$ cat src/core/rssl_pkg.sv
// package: constants and types of the reset sequencer and security lock
package rssl_pkg;
    // sequencing windows
    localparam int unsigned POR_EXT_DEFAULT = 2097152;
    localparam int unsigned WINDOW_CYCLES   = 32;
    localparam int unsigned CNT_W           = 22;
    // register byte offsets
    localparam logic [7:0] REG_CONTROL  = 8'h00;
    localparam logic [7:0] REG_STATUS   = 8'h04;
    localparam logic [7:0] REG_CLKDIV   = 8'h08;
    localparam logic [7:0] REG_KEY      = 8'h0C;
    localparam int unsigned ADDR_W      = 8;
    // control fields
    localparam int unsigned CTL_SW_RESET = 0;
    // status fields
    localparam int unsigned ST_SEQ_LSB   = 0;
    localparam int unsigned ST_SECURE    = 4;
    localparam int unsigned ST_KEY_ALLOW = 5;
    localparam int unsigned ST_ERASE_BSY = 6;
    localparam int unsigned ST_ERASE_DON = 7;
    localparam int unsigned ST_DIV_VALID = 8;
    // flash divider layout
    localparam int unsigned DIV_W         = 7;
    localparam int unsigned DIV_PRESCALE  = 6;
    localparam logic [6:0]  CLKDIV_RESET  = 7'h00;
    // security byte decoding
    localparam logic [1:0]  SEC_UNSECURE_CODE = 2'h2;
    localparam logic [1:0]  KEY_ALLOW_CODE    = 2'h2;
    localparam int unsigned KEY_ALLOW_LSB     = 6;
    // jtag
    localparam int unsigned IR_W        = 4;
    localparam logic [3:0]  IR_IDCODE   = 4'h2;
    localparam logic [3:0]  IR_RECOVERY = 4'h8;
    localparam logic [3:0]  IR_BYPASS   = 4'hF;
    localparam logic [3:0]  IR_CAPTURE  = 4'h1;
    localparam int unsigned DR_W        = 32;
    // arbitrary neutral identification value
    localparam logic [31:0] IDCODE_VALUE = 32'h1234_5001;

    typedef enum logic [2:0] {
        SEQ_POR_EXT   = 3'h0,
        SEQ_CLK_START = 3'h1,
        SEQ_PERIPH    = 3'h2,
        SEQ_CORE      = 3'h3,
        SEQ_RUN       = 3'h4
    } rssl_seq_e;

    typedef enum logic [3:0] {
        TAP_RESET   = 4'h0, TAP_IDLE    = 4'h1, TAP_SEL_DR  = 4'h2, TAP_CAP_DR  = 4'h3,
        TAP_SH_DR   = 4'h4, TAP_EX1_DR  = 4'h5, TAP_PAU_DR  = 4'h6, TAP_EX2_DR  = 4'h7,
        TAP_UPD_DR  = 4'h8, TAP_SEL_IR  = 4'h9, TAP_CAP_IR  = 4'hA, TAP_SH_IR   = 4'hB,
        TAP_EX1_IR  = 4'hC, TAP_PAU_IR  = 4'hD, TAP_EX2_IR  = 4'hE, TAP_UPD_IR  = 4'hF
    } rssl_tap_e;
endpackage

$ cat src/core/rssl_tap_if.sv
// interface: synchronised jtag pins and test access port results
`timescale 1ns/1ps
`default_nettype none
interface rssl_tap_if;
    logic       tck_rise;
    logic       tms;
    logic       tdi;
    logic       trst;
    logic       tdo;
    logic       tdo_drive;
    logic       recovery_sel;
    logic       run_idle;
    logic       div_valid;
    logic [6:0] div_val;
    modport core (output tck_rise, tms, tdi, trst,
                  input  tdo, tdo_drive, recovery_sel, run_idle, div_valid, div_val);
    modport tap  (input  tck_rise, tms, tdi, trst,
                  output tdo, tdo_drive, recovery_sel, run_idle, div_valid, div_val);
endinterface
`default_nettype wire

$ cat src/core/rssl_top.sv
// module: reset sequencer, flash security latch and jtag lockout recovery with an AHB-Lite slave
// Operation
// - four reset sources: pin, power-on, software, watchdog
// - power-on extended, then 32-cycle clock start
// - 32-cycle peripheral window, then 32-cycle core
// - release of reset always on clock edge
// - security from two nonvolatile security bytes
// - secure state disables enhanced debug port
// - boot selects unsecured or secure mode
// - jtag port always active with identification
// - debug memory reads blocked per security bytes
// - recovery erases flash, clearing security
// - recovery instruction selects 7-bit divider register
// - divider bit 6 prescale, bits 5:0 ratio
// - erase starts entering run-test/idle, host holds
// - backdoor unsecure only when key allowed
//
// Our own choices: the AHB-Lite interface to the registers and the register offsets.
`timescale 1ns/1ps
`default_nettype none
module rssl_top #(
    parameter int unsigned POR_EXT_CYCLES = rssl_pkg::POR_EXT_DEFAULT
) (
    input  wire logic                        CLK,
    input  wire logic                        RESET,
    input  wire logic                        EXT_RESET_N,
    input  wire logic                        POR_N,
    input  wire logic                        WDOG_RESET,
    input  wire logic [7:0]                  SEC_BYTE_LO,
    input  wire logic [7:0]                  SEC_BYTE_HI,
    input  wire logic [31:0]                 BACKDOOR_KEY,
    input  wire logic                        FLASH_ERASE_DONE,
    output logic                             CLK_ENABLE,
    output logic                             PERIPH_RESET,
    output logic                             CORE_RESET,
    output logic                             DEBUG_PORT_EN,
    output logic                             DEBUG_READ_BLOCK,
    output logic                             FLASH_ERASE_REQ,
    output logic                             FLASH_PRESCALE_BY_EIGHT,
    output logic [5:0]                       FLASH_CLOCK_RATIO,
    input  wire logic                        TCK,
    input  wire logic                        TMS,
    input  wire logic                        TDI,
    input  wire logic                        TRST_N,
    output logic                             TDO,
    output logic                             TDO_OE_N,
    input  wire logic                        HSEL,
    input  wire logic [31:0]                 HADDR,
    input  wire logic [1:0]                  HTRANS,
    input  wire logic                        HWRITE,
    input  wire logic [2:0]                  HSIZE,
    input  wire logic [31:0]                 HWDATA,
    input  wire logic                        HREADY,
    output logic                             HREADYOUT,
    output logic                             HRESP,
    output logic [31:0]                      HRDATA
);
    import rssl_pkg::*;

    localparam int unsigned SYNC_W = 6;
    localparam int unsigned SY_EXT = 0;
    localparam int unsigned SY_POR = 1;
    localparam int unsigned SY_TCK = 2;
    localparam int unsigned SY_TMS = 3;
    localparam int unsigned SY_TDI = 4;
    localparam int unsigned SY_TRN = 5;
    localparam logic [CNT_W-1:0] POR_LAST = CNT_W'(POR_EXT_CYCLES - 1);
    localparam logic [CNT_W-1:0] WIN_LAST = CNT_W'(WINDOW_CYCLES - 1);

    typedef struct packed {
        logic [SYNC_W-1:0] sync1;
        logic [SYNC_W-1:0] sync2;
        logic              tck_prev;
        rssl_seq_e         seq;
        logic [CNT_W-1:0]  cnt;
        logic              in_reset;
        logic              por_pending;
        logic              clk_run;
        logic              periph_hold;
        logic              core_hold;
        logic              secure;
        logic              key_allow;
        logic              erase_busy;
        logic              erase_done;
        logic              idle_prev;
        logic [DIV_W-1:0]  clkdiv;
        logic [DIV_W-1:0]  div_out;
        logic              sw_reset;
        logic              dp_write;
        logic [ADDR_W-1:0] dp_addr;
        logic [31:0]       rdata;
    } rssl_top_s;

    rssl_top_s s_q, s_d;
    rssl_tap_if tif ();

    logic        any_src;
    logic        addr_ok;
    logic [31:0] status_word;

    rssl_tap u_tap (
        .clk   (CLK),
        .reset (RESET),
        .tif   (tif.tap)
    );

    // jtag pins reach the port only through the second sync stage
    assign tif.tck_rise = s_q.sync2[SY_TCK] && !s_q.tck_prev;
    assign tif.tms      = s_q.sync2[SY_TMS];
    assign tif.tdi      = s_q.sync2[SY_TDI];
    assign tif.trst     = !s_q.sync2[SY_TRN];

    always_comb begin
        status_word = '0;
        status_word[ST_SEQ_LSB +: 3] = s_q.seq;
        status_word[ST_SECURE]       = s_q.secure;
        status_word[ST_KEY_ALLOW]    = s_q.key_allow;
        status_word[ST_ERASE_BSY]    = s_q.erase_busy;
        status_word[ST_ERASE_DON]    = s_q.erase_done;
        status_word[ST_DIV_VALID]    = tif.div_valid;
    end

    assign any_src = !s_q.sync2[SY_EXT] || !s_q.sync2[SY_POR] || WDOG_RESET || s_q.sw_reset;
    assign addr_ok = (HSIZE == 3'h2) && (HADDR[1:0] == 2'h0);

    always_comb begin
        s_d = s_q;
        s_d.sync1    = {TRST_N, TDI, TMS, TCK, POR_N, EXT_RESET_N};
        s_d.sync2    = s_q.sync1;
        s_d.tck_prev = s_q.sync2[SY_TCK];
        s_d.sw_reset = 1'b0;
        s_d.idle_prev = tif.run_idle;

        // reset sequencing
        if (any_src) begin
            s_d.in_reset    = 1'b1;
            s_d.cnt         = '0;
            s_d.clk_run     = 1'b0;
            s_d.periph_hold = 1'b1;
            s_d.core_hold   = 1'b1;
            s_d.seq         = SEQ_POR_EXT;
            if (!s_q.sync2[SY_POR]) begin
                s_d.por_pending = 1'b1;
            end
        end else if (s_q.in_reset) begin
            s_d.in_reset    = 1'b0;
            s_d.cnt         = '0;
            s_d.por_pending = 1'b0;
            s_d.seq         = s_q.por_pending ? SEQ_POR_EXT : SEQ_CLK_START;
            s_d.clk_run     = !s_q.por_pending;
        end else begin
            s_d.cnt = CNT_W'(s_q.cnt + 1'b1);
            case (s_q.seq)
                SEQ_POR_EXT: begin
                    if (s_q.cnt == POR_LAST) begin
                        s_d.cnt     = '0;
                        s_d.seq     = SEQ_CLK_START;
                        s_d.clk_run = 1'b1;
                    end
                end
                SEQ_CLK_START: begin
                    if (s_q.cnt == WIN_LAST) begin
                        s_d.cnt         = '0;
                        s_d.seq         = SEQ_PERIPH;
                        s_d.periph_hold = 1'b0;
                        // secured state chosen from the security bytes at boot
                        s_d.secure    = (SEC_BYTE_LO[1:0] != SEC_UNSECURE_CODE);
                        s_d.key_allow = (SEC_BYTE_HI[KEY_ALLOW_LSB +: 2] == KEY_ALLOW_CODE);
                    end
                end
                SEQ_PERIPH: begin
                    if (s_q.cnt == WIN_LAST) begin
                        s_d.cnt = '0;
                        s_d.seq = SEQ_CORE;
                    end
                end
                SEQ_CORE: begin
                    if (s_q.cnt == WIN_LAST) begin
                        s_d.cnt       = '0;
                        s_d.seq       = SEQ_RUN;
                        s_d.core_hold = 1'b0;
                    end
                end
                SEQ_RUN: begin
                    s_d.cnt = '0;
                end
                default: begin
                    s_d.seq = SEQ_POR_EXT;
                end
            endcase
        end

        // lockout recovery erase
        if (!s_q.erase_busy && tif.recovery_sel && tif.div_valid && tif.run_idle && !s_q.idle_prev) begin
            s_d.erase_busy = 1'b1;
            s_d.erase_done = 1'b0;
        end else if (s_q.erase_busy && FLASH_ERASE_DONE) begin
            s_d.erase_busy = 1'b0;
            s_d.erase_done = 1'b1;
            s_d.secure     = 1'b0;
        end
        s_d.div_out = s_d.erase_busy ? tif.div_val : s_d.clkdiv;

        // ahb-lite data phase
        if (s_q.dp_write) begin
            s_d.dp_write = 1'b0;
            case (s_q.dp_addr)
                REG_CONTROL: begin
                    s_d.sw_reset = HWDATA[CTL_SW_RESET];
                end
                REG_CLKDIV: begin
                    s_d.clkdiv = HWDATA[DIV_W-1:0];
                end
                REG_KEY: begin
                    if (s_q.key_allow && (HWDATA == BACKDOOR_KEY) && !s_d.erase_busy) begin
                        s_d.secure = 1'b0;
                    end
                end
                default: begin
                end
            endcase
            s_d.div_out = s_d.erase_busy ? tif.div_val : s_d.clkdiv;
        end
        // ahb-lite address phase
        if (HSEL && HREADY && HTRANS[1]) begin
            s_d.dp_write = HWRITE && addr_ok;
            s_d.dp_addr  = HADDR[ADDR_W-1:0];
            s_d.rdata    = '0;
            if (!HWRITE && addr_ok && (HADDR[31:ADDR_W] == '0)) begin
                case (HADDR[ADDR_W-1:0])
                    REG_STATUS: s_d.rdata = status_word;
                    REG_CLKDIV: s_d.rdata = {{(32-DIV_W){1'b0}}, s_q.clkdiv};
                    default:    s_d.rdata = '0;
                endcase
            end
            if (HADDR[31:ADDR_W] != '0) begin
                s_d.dp_write = 1'b0;
            end
        end
    end

    always_ff @(posedge CLK) begin
        if (RESET) begin
            s_q             <= '0;
            s_q.sync1       <= 6'h3F;
            s_q.sync2       <= 6'h3F;
            s_q.seq         <= SEQ_POR_EXT;
            s_q.in_reset    <= 1'b1;
            s_q.por_pending <= 1'b1;
            s_q.periph_hold <= 1'b1;
            s_q.core_hold   <= 1'b1;
            s_q.secure      <= 1'b1;
            s_q.clkdiv      <= CLKDIV_RESET;
            s_q.div_out     <= CLKDIV_RESET;
        end else begin
            s_q <= s_d;
        end
    end

    assign CLK_ENABLE              = s_q.clk_run;
    assign PERIPH_RESET            = s_q.periph_hold;
    assign CORE_RESET              = s_q.core_hold;
    assign DEBUG_PORT_EN           = !s_q.secure;
    assign DEBUG_READ_BLOCK        = s_q.secure;
    assign FLASH_ERASE_REQ         = s_q.erase_busy;
    assign FLASH_PRESCALE_BY_EIGHT = s_q.div_out[DIV_PRESCALE];
    assign FLASH_CLOCK_RATIO       = s_q.div_out[5:0];
    assign TDO                     = tif.tdo;
    assign TDO_OE_N                = !tif.tdo_drive;
    assign HREADYOUT               = 1'b1;
    assign HRESP                   = 1'b0;
    assign HRDATA                  = s_q.rdata;
endmodule // rssl_top
`default_nettype wire

$ cat src/core/rssl_tap.sv
// module: chip-level test access port with identification and recovery registers
`timescale 1ns/1ps
`default_nettype none
module rssl_tap (
    input  wire logic clk,
    input  wire logic reset,
    rssl_tap_if.tap   tif
);
    import rssl_pkg::*;

    typedef struct packed {
        rssl_tap_e         st;
        logic [IR_W-1:0]   ir_sh;
        logic [IR_W-1:0]   ir;
        logic [DR_W-1:0]   dr_sh;
        logic [DIV_W-1:0]  div;
        logic              div_valid;
        logic              tdo;
        logic              tdo_drive;
    } rssl_tap_s;

    rssl_tap_s s_q, s_d;

    function automatic rssl_tap_e tap_next(input rssl_tap_e st, input logic tms);
        case (st)
            TAP_RESET:  tap_next = tms ? TAP_RESET  : TAP_IDLE;
            TAP_IDLE:   tap_next = tms ? TAP_SEL_DR : TAP_IDLE;
            TAP_SEL_DR: tap_next = tms ? TAP_SEL_IR : TAP_CAP_DR;
            TAP_CAP_DR: tap_next = tms ? TAP_EX1_DR : TAP_SH_DR;
            TAP_SH_DR:  tap_next = tms ? TAP_EX1_DR : TAP_SH_DR;
            TAP_EX1_DR: tap_next = tms ? TAP_UPD_DR : TAP_PAU_DR;
            TAP_PAU_DR: tap_next = tms ? TAP_EX2_DR : TAP_PAU_DR;
            TAP_EX2_DR: tap_next = tms ? TAP_UPD_DR : TAP_SH_DR;
            TAP_UPD_DR: tap_next = tms ? TAP_SEL_DR : TAP_IDLE;
            TAP_SEL_IR: tap_next = tms ? TAP_RESET  : TAP_CAP_IR;
            TAP_CAP_IR: tap_next = tms ? TAP_EX1_IR : TAP_SH_IR;
            TAP_SH_IR:  tap_next = tms ? TAP_EX1_IR : TAP_SH_IR;
            TAP_EX1_IR: tap_next = tms ? TAP_UPD_IR : TAP_PAU_IR;
            TAP_PAU_IR: tap_next = tms ? TAP_EX2_IR : TAP_PAU_IR;
            TAP_EX2_IR: tap_next = tms ? TAP_UPD_IR : TAP_SH_IR;
            TAP_UPD_IR: tap_next = tms ? TAP_SEL_DR : TAP_IDLE;
            default:    tap_next = TAP_RESET;
        endcase
    endfunction

    always_comb begin
        s_d = s_q;
        if (tif.trst) begin
            s_d.st        = TAP_RESET;
            s_d.ir        = IR_IDCODE;
            s_d.div_valid = 1'b0;
            s_d.tdo_drive = 1'b0;
        end else if (tif.tck_rise) begin
            s_d.st = tap_next(s_q.st, tif.tms);
            case (s_q.st)
                TAP_RESET: begin
                    s_d.ir = IR_IDCODE;
                end
                TAP_CAP_IR: begin
                    s_d.ir_sh = IR_CAPTURE;
                end
                TAP_SH_IR: begin
                    s_d.ir_sh = {tif.tdi, s_q.ir_sh[IR_W-1:1]};
                end
                TAP_UPD_IR: begin
                    s_d.ir = s_q.ir_sh;
                end
                TAP_CAP_DR: begin
                    case (s_q.ir)
                        IR_IDCODE:   s_d.dr_sh = IDCODE_VALUE;
                        IR_RECOVERY: s_d.dr_sh = {{(DR_W-DIV_W){1'b0}}, s_q.div};
                        default:     s_d.dr_sh = '0;
                    endcase
                end
                TAP_SH_DR: begin
                    case (s_q.ir)
                        IR_IDCODE:   s_d.dr_sh = {tif.tdi, s_q.dr_sh[DR_W-1:1]};
                        IR_RECOVERY: s_d.dr_sh = {{(DR_W-DIV_W){1'b0}}, tif.tdi, s_q.dr_sh[DIV_W-1:1]};
                        default:     s_d.dr_sh = {{(DR_W-1){1'b0}}, tif.tdi};
                    endcase
                end
                TAP_UPD_DR: begin
                    if (s_q.ir == IR_RECOVERY) begin
                        s_d.div       = s_q.dr_sh[DIV_W-1:0];
                        s_d.div_valid = 1'b1;
                    end
                end
                default: begin
                end
            endcase
            s_d.tdo_drive = (s_d.st == TAP_SH_DR) || (s_d.st == TAP_SH_IR);
        end
        s_d.tdo = (s_q.st == TAP_SH_IR) ? s_q.ir_sh[0] : s_q.dr_sh[0];
    end

    always_ff @(posedge clk) begin
        if (reset) begin
            s_q           <= '0;
            s_q.st        <= TAP_RESET;
            s_q.ir        <= IR_IDCODE;
            s_q.div       <= CLKDIV_RESET;
        end else begin
            s_q <= s_d;
        end
    end

    assign tif.tdo          = s_q.tdo;
    assign tif.tdo_drive    = s_q.tdo_drive;
    assign tif.recovery_sel = (s_q.ir == IR_RECOVERY);
    assign tif.run_idle     = (s_q.st == TAP_IDLE);
    assign tif.div_valid    = s_q.div_valid;
    assign tif.div_val      = s_q.div;
endmodule // rssl_tap
`default_nettype wire

$ cat config.mk
export PLATFORM = sky130hd
export DESIGN_NAME = rssl_top
export DESIGN_NICKNAME = d
export VERILOG_FILES = /design/src/core/rssl_pkg.sv /design/src/core/rssl_tap_if.sv /design/src/core/rssl_top.sv /design/src/core/rssl_tap.sv
export SDC_FILE = /design/constraint.sdc
export NUM_CORES = 1
export LEC_CHECK = 0
export BUFFER_PORTS_ARGS = -buffer_cell sky130_fd_sc_hd__buf_2
export CAP_MARGIN = 10
export CORE_MARGIN = 10
export CORE_UTILIZATION = 47
export CTS_CLUSTER_DIAMETER = 30
export CTS_CLUSTER_SIZE = 12
export DETAILED_ROUTE_END_ITERATION = 10
export GPL_ROUTABILITY_DRIVEN = 0
export PLACE_DENSITY = 0.77
export SLEW_MARGIN = 20
export SYNTH_ARGS = -nofsm -noshare
export SYNTH_HDL_FRONTEND = slang
export SYNTH_SLANG_ARGS = --single-unit
$ cat constraint.sdc
create_clock -name CLK -period 1.7 [get_ports CLK]
set_input_delay 0.085 -clock CLK [delete_from_list [all_inputs] [get_ports CLK]]
set_output_delay 0.085 -clock CLK [all_outputs]
set_load 0.02 [all_outputs]
# == Word-level counts from Yosys, hierarchy flattened ==
# Index checks and enable logic that the tools add are counted.
# classes
addsub,1
eq_ne,39
n_mux,59
bitwise_logic,5
reduce_logical,59
# op_table
operator,n
32-bit case mux with 2 select lines,2
25-bit two-way mux,5
22-bit case mux with 5 select lines,1
29-bit case mux with 2 select lines,1
4-bit case mux with 12 select lines,1
41-bit two-way mux,1
4-bit equality test (second input constant),10
32-bit equality test,1
4-bit two-way mux,8
8-bit by 4-bit equality test with 1-bit output (second input constant),3
24-bit logical NOT,1
24-bit nonzero test,1
22-bit by 1-bit adder with 22-bit output (second input constant),1
22-bit by 21-bit equality test with 1-bit output (second input constant),1
22-bit by 5-bit equality test with 1-bit output (second input constant),1
1-bit two-way mux,21
7-bit two-way mux,3
4-bit by 3-bit equality test with 1-bit output (second input constant),5
9-bit two-way mux,2
9-bit case mux with 2 select lines,1
2-bit two-way mux,8
4-bit case mux with 2 select lines,2
3-bit case mux with 5 select lines,1
3-bit AND reduction,5
other kinds (24),77
# word_totals
regBits,158
input_bits,130
out_inout_bits,49

# == Logic depth before layout (Yosys ltp) ==
# Gate-level depths: netlist of run 1.
# logic_depth
word_depth,11
mapped_depth,7
mapped_depth_nobuf,6

# == Cells and area by module ==
# Synthesis of run 1 repeated with hierarchy kept, for this count alone.
# hier_totals
hier_cells,726
hier_area_um2,6411.1
# by_module_without_submodules
module,instances,cells_per_inst,area_each_um2,seq_area_each_um2
rssl_top,1,452,3976.3,1621.6
rssl_tap,1,274,2434.8,1081.0

# == Worst setup path after synthesis of run 1 ==
# No wires, ideal clock.
# synth_path
path_type,flip-flop to flip-flop
from,register u_tap.s_q[53] (netlist name)
to,register s_q (netlist bit FLASH_CLOCK_RATIO[5])
setup_time_ns,0.142
arrival_time_ns,1.593
path_slack_ns,-0.034
path_stages_with_launch,8
n_path_buf,2
period_less_slack_ns,1.734
path_cell_list,dfxtp_1 buf_2 or4b_4 nor4_4 a21oi_2 buf_6 nor2_1 a211oi_2
# synth_via
elab_chain_len,6
elab_cells_between_ends,7
cone_classes,eq/ne (1); mux (4); reduce/logical (2)
# synth_rtl
element,line_no,rtl
from (decl),rssl_tap.sv:22,"rssl_tap_s s_q, s_d;"
4-bit by 1-bit equality test with 1-bit output (*),rssl_tap.sv:110,assign tif.run_idle = (s_q.st == TAP_IDLE);
1-bit logical AND (*) (2 in series),rssl_top.sv:194,if (!s_q.erase_busy && tif.recovery_sel && tif.div_valid && tif.run_idle && !s_q.idle_prev) begin
2-bit two-way mux (*),rssl_top.sv:194,
"7-bit two-way mux, on equally long branches","rssl_top.sv:202, rssl_top.sv:222",
9-bit two-way mux (*),rssl_top.sv:205,if (s_q.dp_write) begin
to (decl),rssl_top.sv:94,"rssl_top_s s_q, s_d;"
# Every way passes the cells marked *; elsewhere a longest branch is shown, timed or not.
# A chain may end at the register's enable or synchronous reset.

# == Final worst setup path of run 1 ==
# layout_path
from,register s_q[39] (netlist name)
to,register s_q (netlist bit FLASH_CLOCK_RATIO[3])
# layout_via
elab_chain_len,4
# layout_rtl
element,line_no,rtl
8-bit by 4-bit equality test with 1-bit output,rssl_top.sv:207,case (s_q.dp_addr)
7-bit two-way mux,rssl_top.sv:207,
7-bit two-way mux,rssl_top.sv:222,s_d.div_out = s_d.erase_busy ? tif.div_val : s_d.clkdiv;
9-bit two-way mux,rssl_top.sv:205,
# No other way between the ends.

==> results of run 1 <==
==> report_power, final <==
part | leakage (nW) | internal [mW] | switching [mW]
logic | 2.18 | 0.280 | 0.315
registers | 1.10 | 3.20 | 0.0226
clock network | 0.290 | 2.31 | 1.33
==> final cells by class <==
cell class                 instances  area [um^2]
tap                              176          220
fill                             928         4360
timing repair buffer             255         1780
clock buffer                      24          492
sequential                       135         2710
inverter                          11         41.3
multi-input combinational        518         3440
clock inverter                     7         92.6
==> layout by cell type (no fill, tap or decap), types with 6 or more instances in the layout <==
cell and instances:
buf_2 138, dfxtp_1 126, nor2_1 90, buf_4 75, nand2_1 55, a21oi_1 40
xnor2_1 38, nand3_1 26, conb_1 25, dlygate4sd3_1 23, a22oi_1 22, nand4_1 20
clkbuf_16 20, nor3_1 19, or2_2 15, xor2_1 15, mux2i_1 13, inv_1 11
nor2b_1 10, buf_6 10, nor2_2 9, dfxtp_2 9, a211oi_2 7, nor4_1 7
o211ai_1 7, nand2b_1 6, a32oi_1 6
==> worst min-delay path, delay by kind of cell <==
family / cells / cell delay, ns
buf+inv: 1 / 0.10
compound gates: 1 / 0.05
simple gates: 1 / 0.15
==> state kept, by name, indices dropped and copies added (netlist names) <==
name,flops
HRDATA,9
FLASH_ERASE_REQ,1
u_tap.tif.div_valid,1
CLK_ENABLE,1
u_tap.tif.tdo_drive,1
DEBUG_READ_BLOCK,1
u_tap.s_q,44
PERIPH_RESET,1
s_d,7
u_tap.tif.div_val,7
FLASH_CLOCK_RATIO,6
s_q,53
u_tap.tif.tdo,1
FLASH_PRESCALE_BY_EIGHT,1
CORE_RESET,1
==> what timing repair did <==
item,CTS,global route
endpoints found under the hold margin,25,0
resized for setup,22,58
hold buffers,25,0
pin swaps,17,31
buffers inserted,9,8
gates cloned,2,3
endpoints found under the setup margin,41,83
==> path summary, 6_finish.rpt <==
path	slack (ns)	cells after the start	start	to
setup / recovery	-0.17	5	s_q[39]	FLASH_CLOCK_RATIO[3]
hold / removal	0.02	3	SEC_BYTE_HI[7]	s_q[59]
setup reg to reg	-0.17	5	s_q[39]	FLASH_CLOCK_RATIO[3]
hold reg to reg	0.41	1	s_d[95]	s_q[95]
==> cells by family after synthesis <==
logic type,count (synthesis),synth area share [%]
adders and majority gates,1,0.200
AOI/OAI and AO/OA,120,13.6
DFF,135,43.2
buffers and inverters,89,8.14
muxes,17,2.72
other,2,0.120
and+or+nand+nor,301,24.6
xor gates and xnor gates,53,7.42
==> per-layer routing <==
layer,part of all wire [%],GRT usage [%]
met5,0,0
met4,3.2,8.43
met3,7.2,5.38
met2,50,32.0
met1,39,22.1
==> impl_results.md, run 1 <==
- Number of buffers and inverters on the critical path: 0
- Ant diodes: 0
- DRC errors left: 0
- Max stage delay on crit path: 0.49 ns
- Total GRT Usage: 19.1%
- Synth Instances: approximately 720
- First-pass GRT wire length: 28600 um
- CTS Sinks: 135
- Commonest cells in the netlist: dfxtp_1, nor2_1, nand2_1
- Final period util: 110%
- Inserted Clock Buffers: 17
- Max-slew violation total from the final report: 0
- Setup Skew: 0.00879 ns
- Synth async-reset ratio: 0%
- Failing checks: setup timing
- Final total power: 7.45 mW
- TritonRoute pass-1 iters: 5
- Remaining Overflow, GRT: 0
- Latest clock arrival within the worst-skew pair: 0.42 ns
- Wire per inst: 17.3 um
- Final Non-Filler Cells: ~1.1k
- Core area: about 13000 um^2
- Full die area: ~18000 um^2
- CP required: 2.02 ns
- CP arrival: between 2 and 2.5 ns
- Initial antenna violation count: 0
- Final nets: roughly 1.1k
- Synth area leader: dfxtp_1
- Boundary Pins: 179
- Largest net degree at the start of global routing: 92
- Final Worst Setup Slack: -0.166 ns
- Slowest stage cell, crit path: or3b_4
- Yosys reg bits: roughly 140
- Final instance area: 8780 um^2
- Number of global-route vias before repair: 5804
- Worst Hold Class: input pin to flip-flop
- Hold Slack: roughly 0.019 ns
- Longest Clk Path Bufs: 2
- Dpl cells: 1052
- # setup viols final: 28
- Sequential share of the synthesized area: 43.2%
- Post-synth EDFFs: 0
- DRT antenna net count: 0
- DP Wirelength: 12200 um
- Synth Flop Type: dfxtp_1
- Starting Density: between 40% and 50%
- H-tree lvl count: 4
- Final setup TNS: -1.35 ns
- CTS clk-pin slew, worst paths: 0.06 ns
- Core Util, Final: 66.8%
- I/O Buffers: 140
- Critical path type: flip-flop to flip-flop
- Worst-path fanout max: 7
- Slew of the pin with the lowest slew margin: 0.673 ns
- Violation count after the first detailed-route iteration: approximately 490
- CTS tree: built
- Area of the mapped netlist: 6260 um^2
- Slew headroom: 55.0%
- Synth warnings: 0
- Post-DP Area: 7400 um^2
- Root buffer cell: clkbuf_16
- Crit. End Element: flip-flop
- Syn Area/Cell: 8.71 um^2
- Crit path max-delay family: simple AND/OR/NAND/NOR gates
- Most frequent cell after synthesis: dfxtp_1
- Max cap viols: 0
- Routed via count: roughly 6k
- Pwr Density: about 850 nW/um^2
- Worst slack, placed: -0.139 ns
- Vias per std cell: 5.36
- Die X: 135 um
- Chip height: 135 um
- Final Hold Viols: 0
- Synth top area share: roughly 43%
- Outcome: complete, but fails checks
- Layout area overhead: 40.3%
- Floorplan row count: 42
- Startpoint Class: flip-flop
- Max IR drop VDD: 0.740 mV
- Fmax: approximately 540 MHz
- Synth area leaders: dfxtp_1, nor2_1, xnor2_1, buf_4, nand2_1
- Post-synthesis cell type count: just under 60
- RSZ-0062 raised after global routing: true
- Leakage: 3.57 nW
- Share of cells above drive strength 1: a little over a third
- Critical-path cell list: nor4_4 > nand3_2 > or3b_4 > mux2i_2 > a211oi_2
- DRT Wirelength: 19500 um
- Tmin final: between 1.5 and 2 ns
(Power assumes the default switching activity.)
==> run 2, diff against run 1 <==
--- a/config.mk
+++ b/config.mk
@@ -12,7 +12,7 @@
 export CTS_CLUSTER_DIAMETER = 30
 export CTS_CLUSTER_SIZE = 12
 export DETAILED_ROUTE_END_ITERATION = 10
-export GPL_ROUTABILITY_DRIVEN = 0
+export HOLD_SLACK_MARGIN = 0.05
 export PLACE_DENSITY = 0.77
 export SLEW_MARGIN = 20
 export SYNTH_ARGS = -nofsm -noshare
==> run 2 against run 1 <==
  * The flow still finishes with violations (setup timing)
  * Hold slack gained 0.11 ns
  * Global-route usage up 0.13 points
  * Clock skew fell by 0.0012 ns
  * Cell area about the same
  * Core utilization about the same
  * Via count up 0.35%
  * Combinational power about the same
==> impl_results.md, run 2 (same netlist as run 1, synthesis figures left out) <==
- Outcome: complete, but fails checks (unchanged)
- Failing checks: setup timing (unchanged)
- Share of cells above drive strength 1: 36.1% (was 36.3%)
- Max IR drop VDD: 0.741 mV (was 0.740 mV)
- Root buffer cell: clkbuf_16 (unchanged)
- Pwr Density: 847 nW/um^2 (was 848 nW/um^2)
- Fillers: 945 (was 928)
- Final Hold Viols: 0 (unchanged)
- Slowest stage cell, crit path: or3b_4 (unchanged)
- Startpoint Class: flip-flop (unchanged)
- Beginning of the worst hold path: SEC_BYTE_LO[0] (was SEC_BYTE_HI[7])
- Biggest register: s_q (unchanged)
- Final Worst Setup Slack: -0.147 ns (was -0.166 ns)
- Final setup TNS: -1.26 ns (was -1.35 ns)
- Ant diodes: 0 (unchanged)
- Core area: 13100 um^2 (unchanged)
- Critical path type: flip-flop to flip-flop (unchanged)
- Most frequent cells in the layout: buf_2, dfxtp_1, nor2_1, buf_4, nand2_1 (unchanged)
- Number of global-route vias before repair: 5855 (was 5804)
- DP Wirelength: 12200 um (unchanged)
- CTS clk-pin slew, worst paths: 0.06 ns (about the same)
- Commonest non-fill, non-tap cell in the layout: buf_2 (unchanged)
- Die X: 135 um (unchanged)
- Slew headroom: 54.9% (was 55.0%)
- Final total power: 7.44 mW (was 7.45 mW)
- Max stage delay on crit path: 0.49 ns (about the same)
- Wire per inst: 16.8 um (was 17.3 um)
- Max cap viols: 0 (unchanged)
- H-tree lvl count: 4 (unchanged)
- CP arrival: 2.17 ns (was 2.19 ns)
- DRT Wirelength: 19000 um (was 19500 um)
- Floorplan row count: 42 (unchanged)
- Routed wl met3: 1380 um (was 1410 um)
- Worst slack, placed: -0.139 ns (unchanged)
- Area of the multi-input gates: 3430 um^2 (was 3440 um^2)
- TritonRoute pass-1 iters: 5 (unchanged)
- Met1 WL: 7530 um (was 7640 um)
- Remaining Overflow, GRT: 0 (unchanged)
- CP required: 2.02 ns (about the same)
- Dpl cells: 1052 (unchanged)
- Setup Skew: 0.00759 ns (was 0.00879 ns)
- Tmin final: 1.85 ns (was 1.87 ns)
- Worst Hold Class: input pin to flip-flop (unchanged)
- FF+latch area: 2720 um^2 (was 2710 um^2)
- Violation count after the first detailed-route iteration: 434 (was 491)
- Slew of the pin with the lowest slew margin: 0.674 ns (was 0.673 ns)
- Critical-path cell list: nor4_4 > nand3_2 > or3b_4 > mux2i_2 > a211oi_2 (unchanged)
- Largest net degree at the start of global routing: 92 (unchanged)
- Final nets: 1073 (was 1069)
- CTS Sinks: 135 (unchanged)
- First-pass GRT wire length: 28800 um (was 28600 um)
- Latest clock arrival within the worst-skew pair: 0.42 ns (about the same)
- Final period util: 109% (was 110%)
- Boundary Pins: 179 (unchanged)
- Inserted Clock Buffers: 17 (unchanged)
- Fmax: 541 MHz (was 536 MHz)
- DRT antenna net count: 0 (unchanged)
- Vias per std cell: 5.36 (about the same)
- Initial antenna violation count: 0 (unchanged)
- Metal2 WL: 9680 um (was 9840 um)
- Crit. End Element: flip-flop (unchanged)
- I/O Buffers: 140 (unchanged)
- Top Metal Used: met4 (unchanged)
- # setup viols final: 18 (was 28)
- Routed via count: 6060 (was 6039)
- Worst-path fanout max: 7 (unchanged)
- Worst setup startpoint: s_q[39] (unchanged)
- Final Non-Filler Cells: 1130 (was 1126)
- Full die area: 18300 um^2 (unchanged)
- DRC errors left: 0 (unchanged)
- Longest Clk Path Bufs: 2 (unchanged)
- Layout area overhead: 40.3% (about the same)
- CTS tree: built (unchanged)
- Max-slew violation total from the final report: 0 (unchanged)
- Chip height: 135 um (unchanged)
- Starting Density: 47.6% (unchanged)
- Number of flip-flops in the largest register: 53 (unchanged)
- Total GRT Usage: 19.2% (was 19.1%)
- Leakage: 3.56 nW (was 3.57 nW)
- Beginning of the worst register-to-register path: s_q[39] (unchanged)
- RSZ-0062 raised after global routing: true (unchanged)
- Routability Congestion: 0.865
-- run 2: cell types whose count changed in the layout (fill, tap and decap cells not counted) --
| cell | delta |
|---|---|
| nor4_1 | +2 |
| a211oi_1 | -1 |
| dlygate4sd3_1 | +6 |
| clkbuf_16 | -1 |
| dlymetal6s4s_1 | -2 |
| buf_4 | -1 |
| a211oi_2 | +1 |
| dfxtp_4 | +1 |
| dfxtp_2 | -1 |
| nor4_4 | -1 |
| nor4_2 | -1 |
| buf_2 | +2 |
-- run 2: path summary, 6_finish.rpt --
check | to | slack, ns | cells past startpoint
setup reg to reg | FLASH_CLOCK_RATIO[3] | -0.15 | 5
hold reg to reg | s_q[95] | 0.41 | 1
setup / recovery | FLASH_CLOCK_RATIO[3] | -0.15 | 5
hold / removal | DEBUG_READ_BLOCK | 0.13 | 4
-- run 2: metal layers --
layer,track usage [%],up-vias
li1,-,2927
met1,22.3,2867
met2,32.5,234
met3,5.42,32
met4,7.89,0
met5,0,-
-- run 2: repair_timing --
| action | in CTS | in global routing |
|---|---|---|
| setup buffers | 9 | 7 |
| hold endpoints to repair | 28 | 0 |
| resized for setup | 22 | 55 |
| hold buffers | 29 | 0 |
| setup endpoints to repair | 41 | 75 |
| pin swaps | 17 | 28 |
| gates cloned | 2 | 2 |
-- run 2: through the flow --
stage,instance area (um^2),utilization [%],hold slack (ns)
after global placement,7400,56.4,0.271
after detailed placement,7400,56.4,0.273
final,8780,66.8,0.127
after CTS,8450,64.3,0.0899
after floorplan,6360,-,0.189
after global routing,8780,66.8,0.162
-- run 2: area by class of cell --
type	instances	area share, %
Multi-Input combinational cell	518	39.0
Sequential cell	135	30.9
Timing Repair Buffer	259	20.4
Clock buffer	24	5.60
Tap cell	176	2.51
Clock inverter	7	1.05
Inverter	11	0.470
-- run 2: power breakdown --
part | internal [mW] | switching, mW | leakage [nW]
registers | 3.20 | 0.0224 | 1.10
clock network | 2.30 | 1.32 | 0.290
logic | 0.284 | 0.311 | 2.18
-- run 2: worst max-delay path, delay by kind of cell, from the launching register on --
kind             cells  cell delay (ns)
AND/OR/NAND/NOR      3             0.93
flip-flops           1             0.33
AO/OA/AOI/OAI        1             0.28
multiplexers         1             0.21
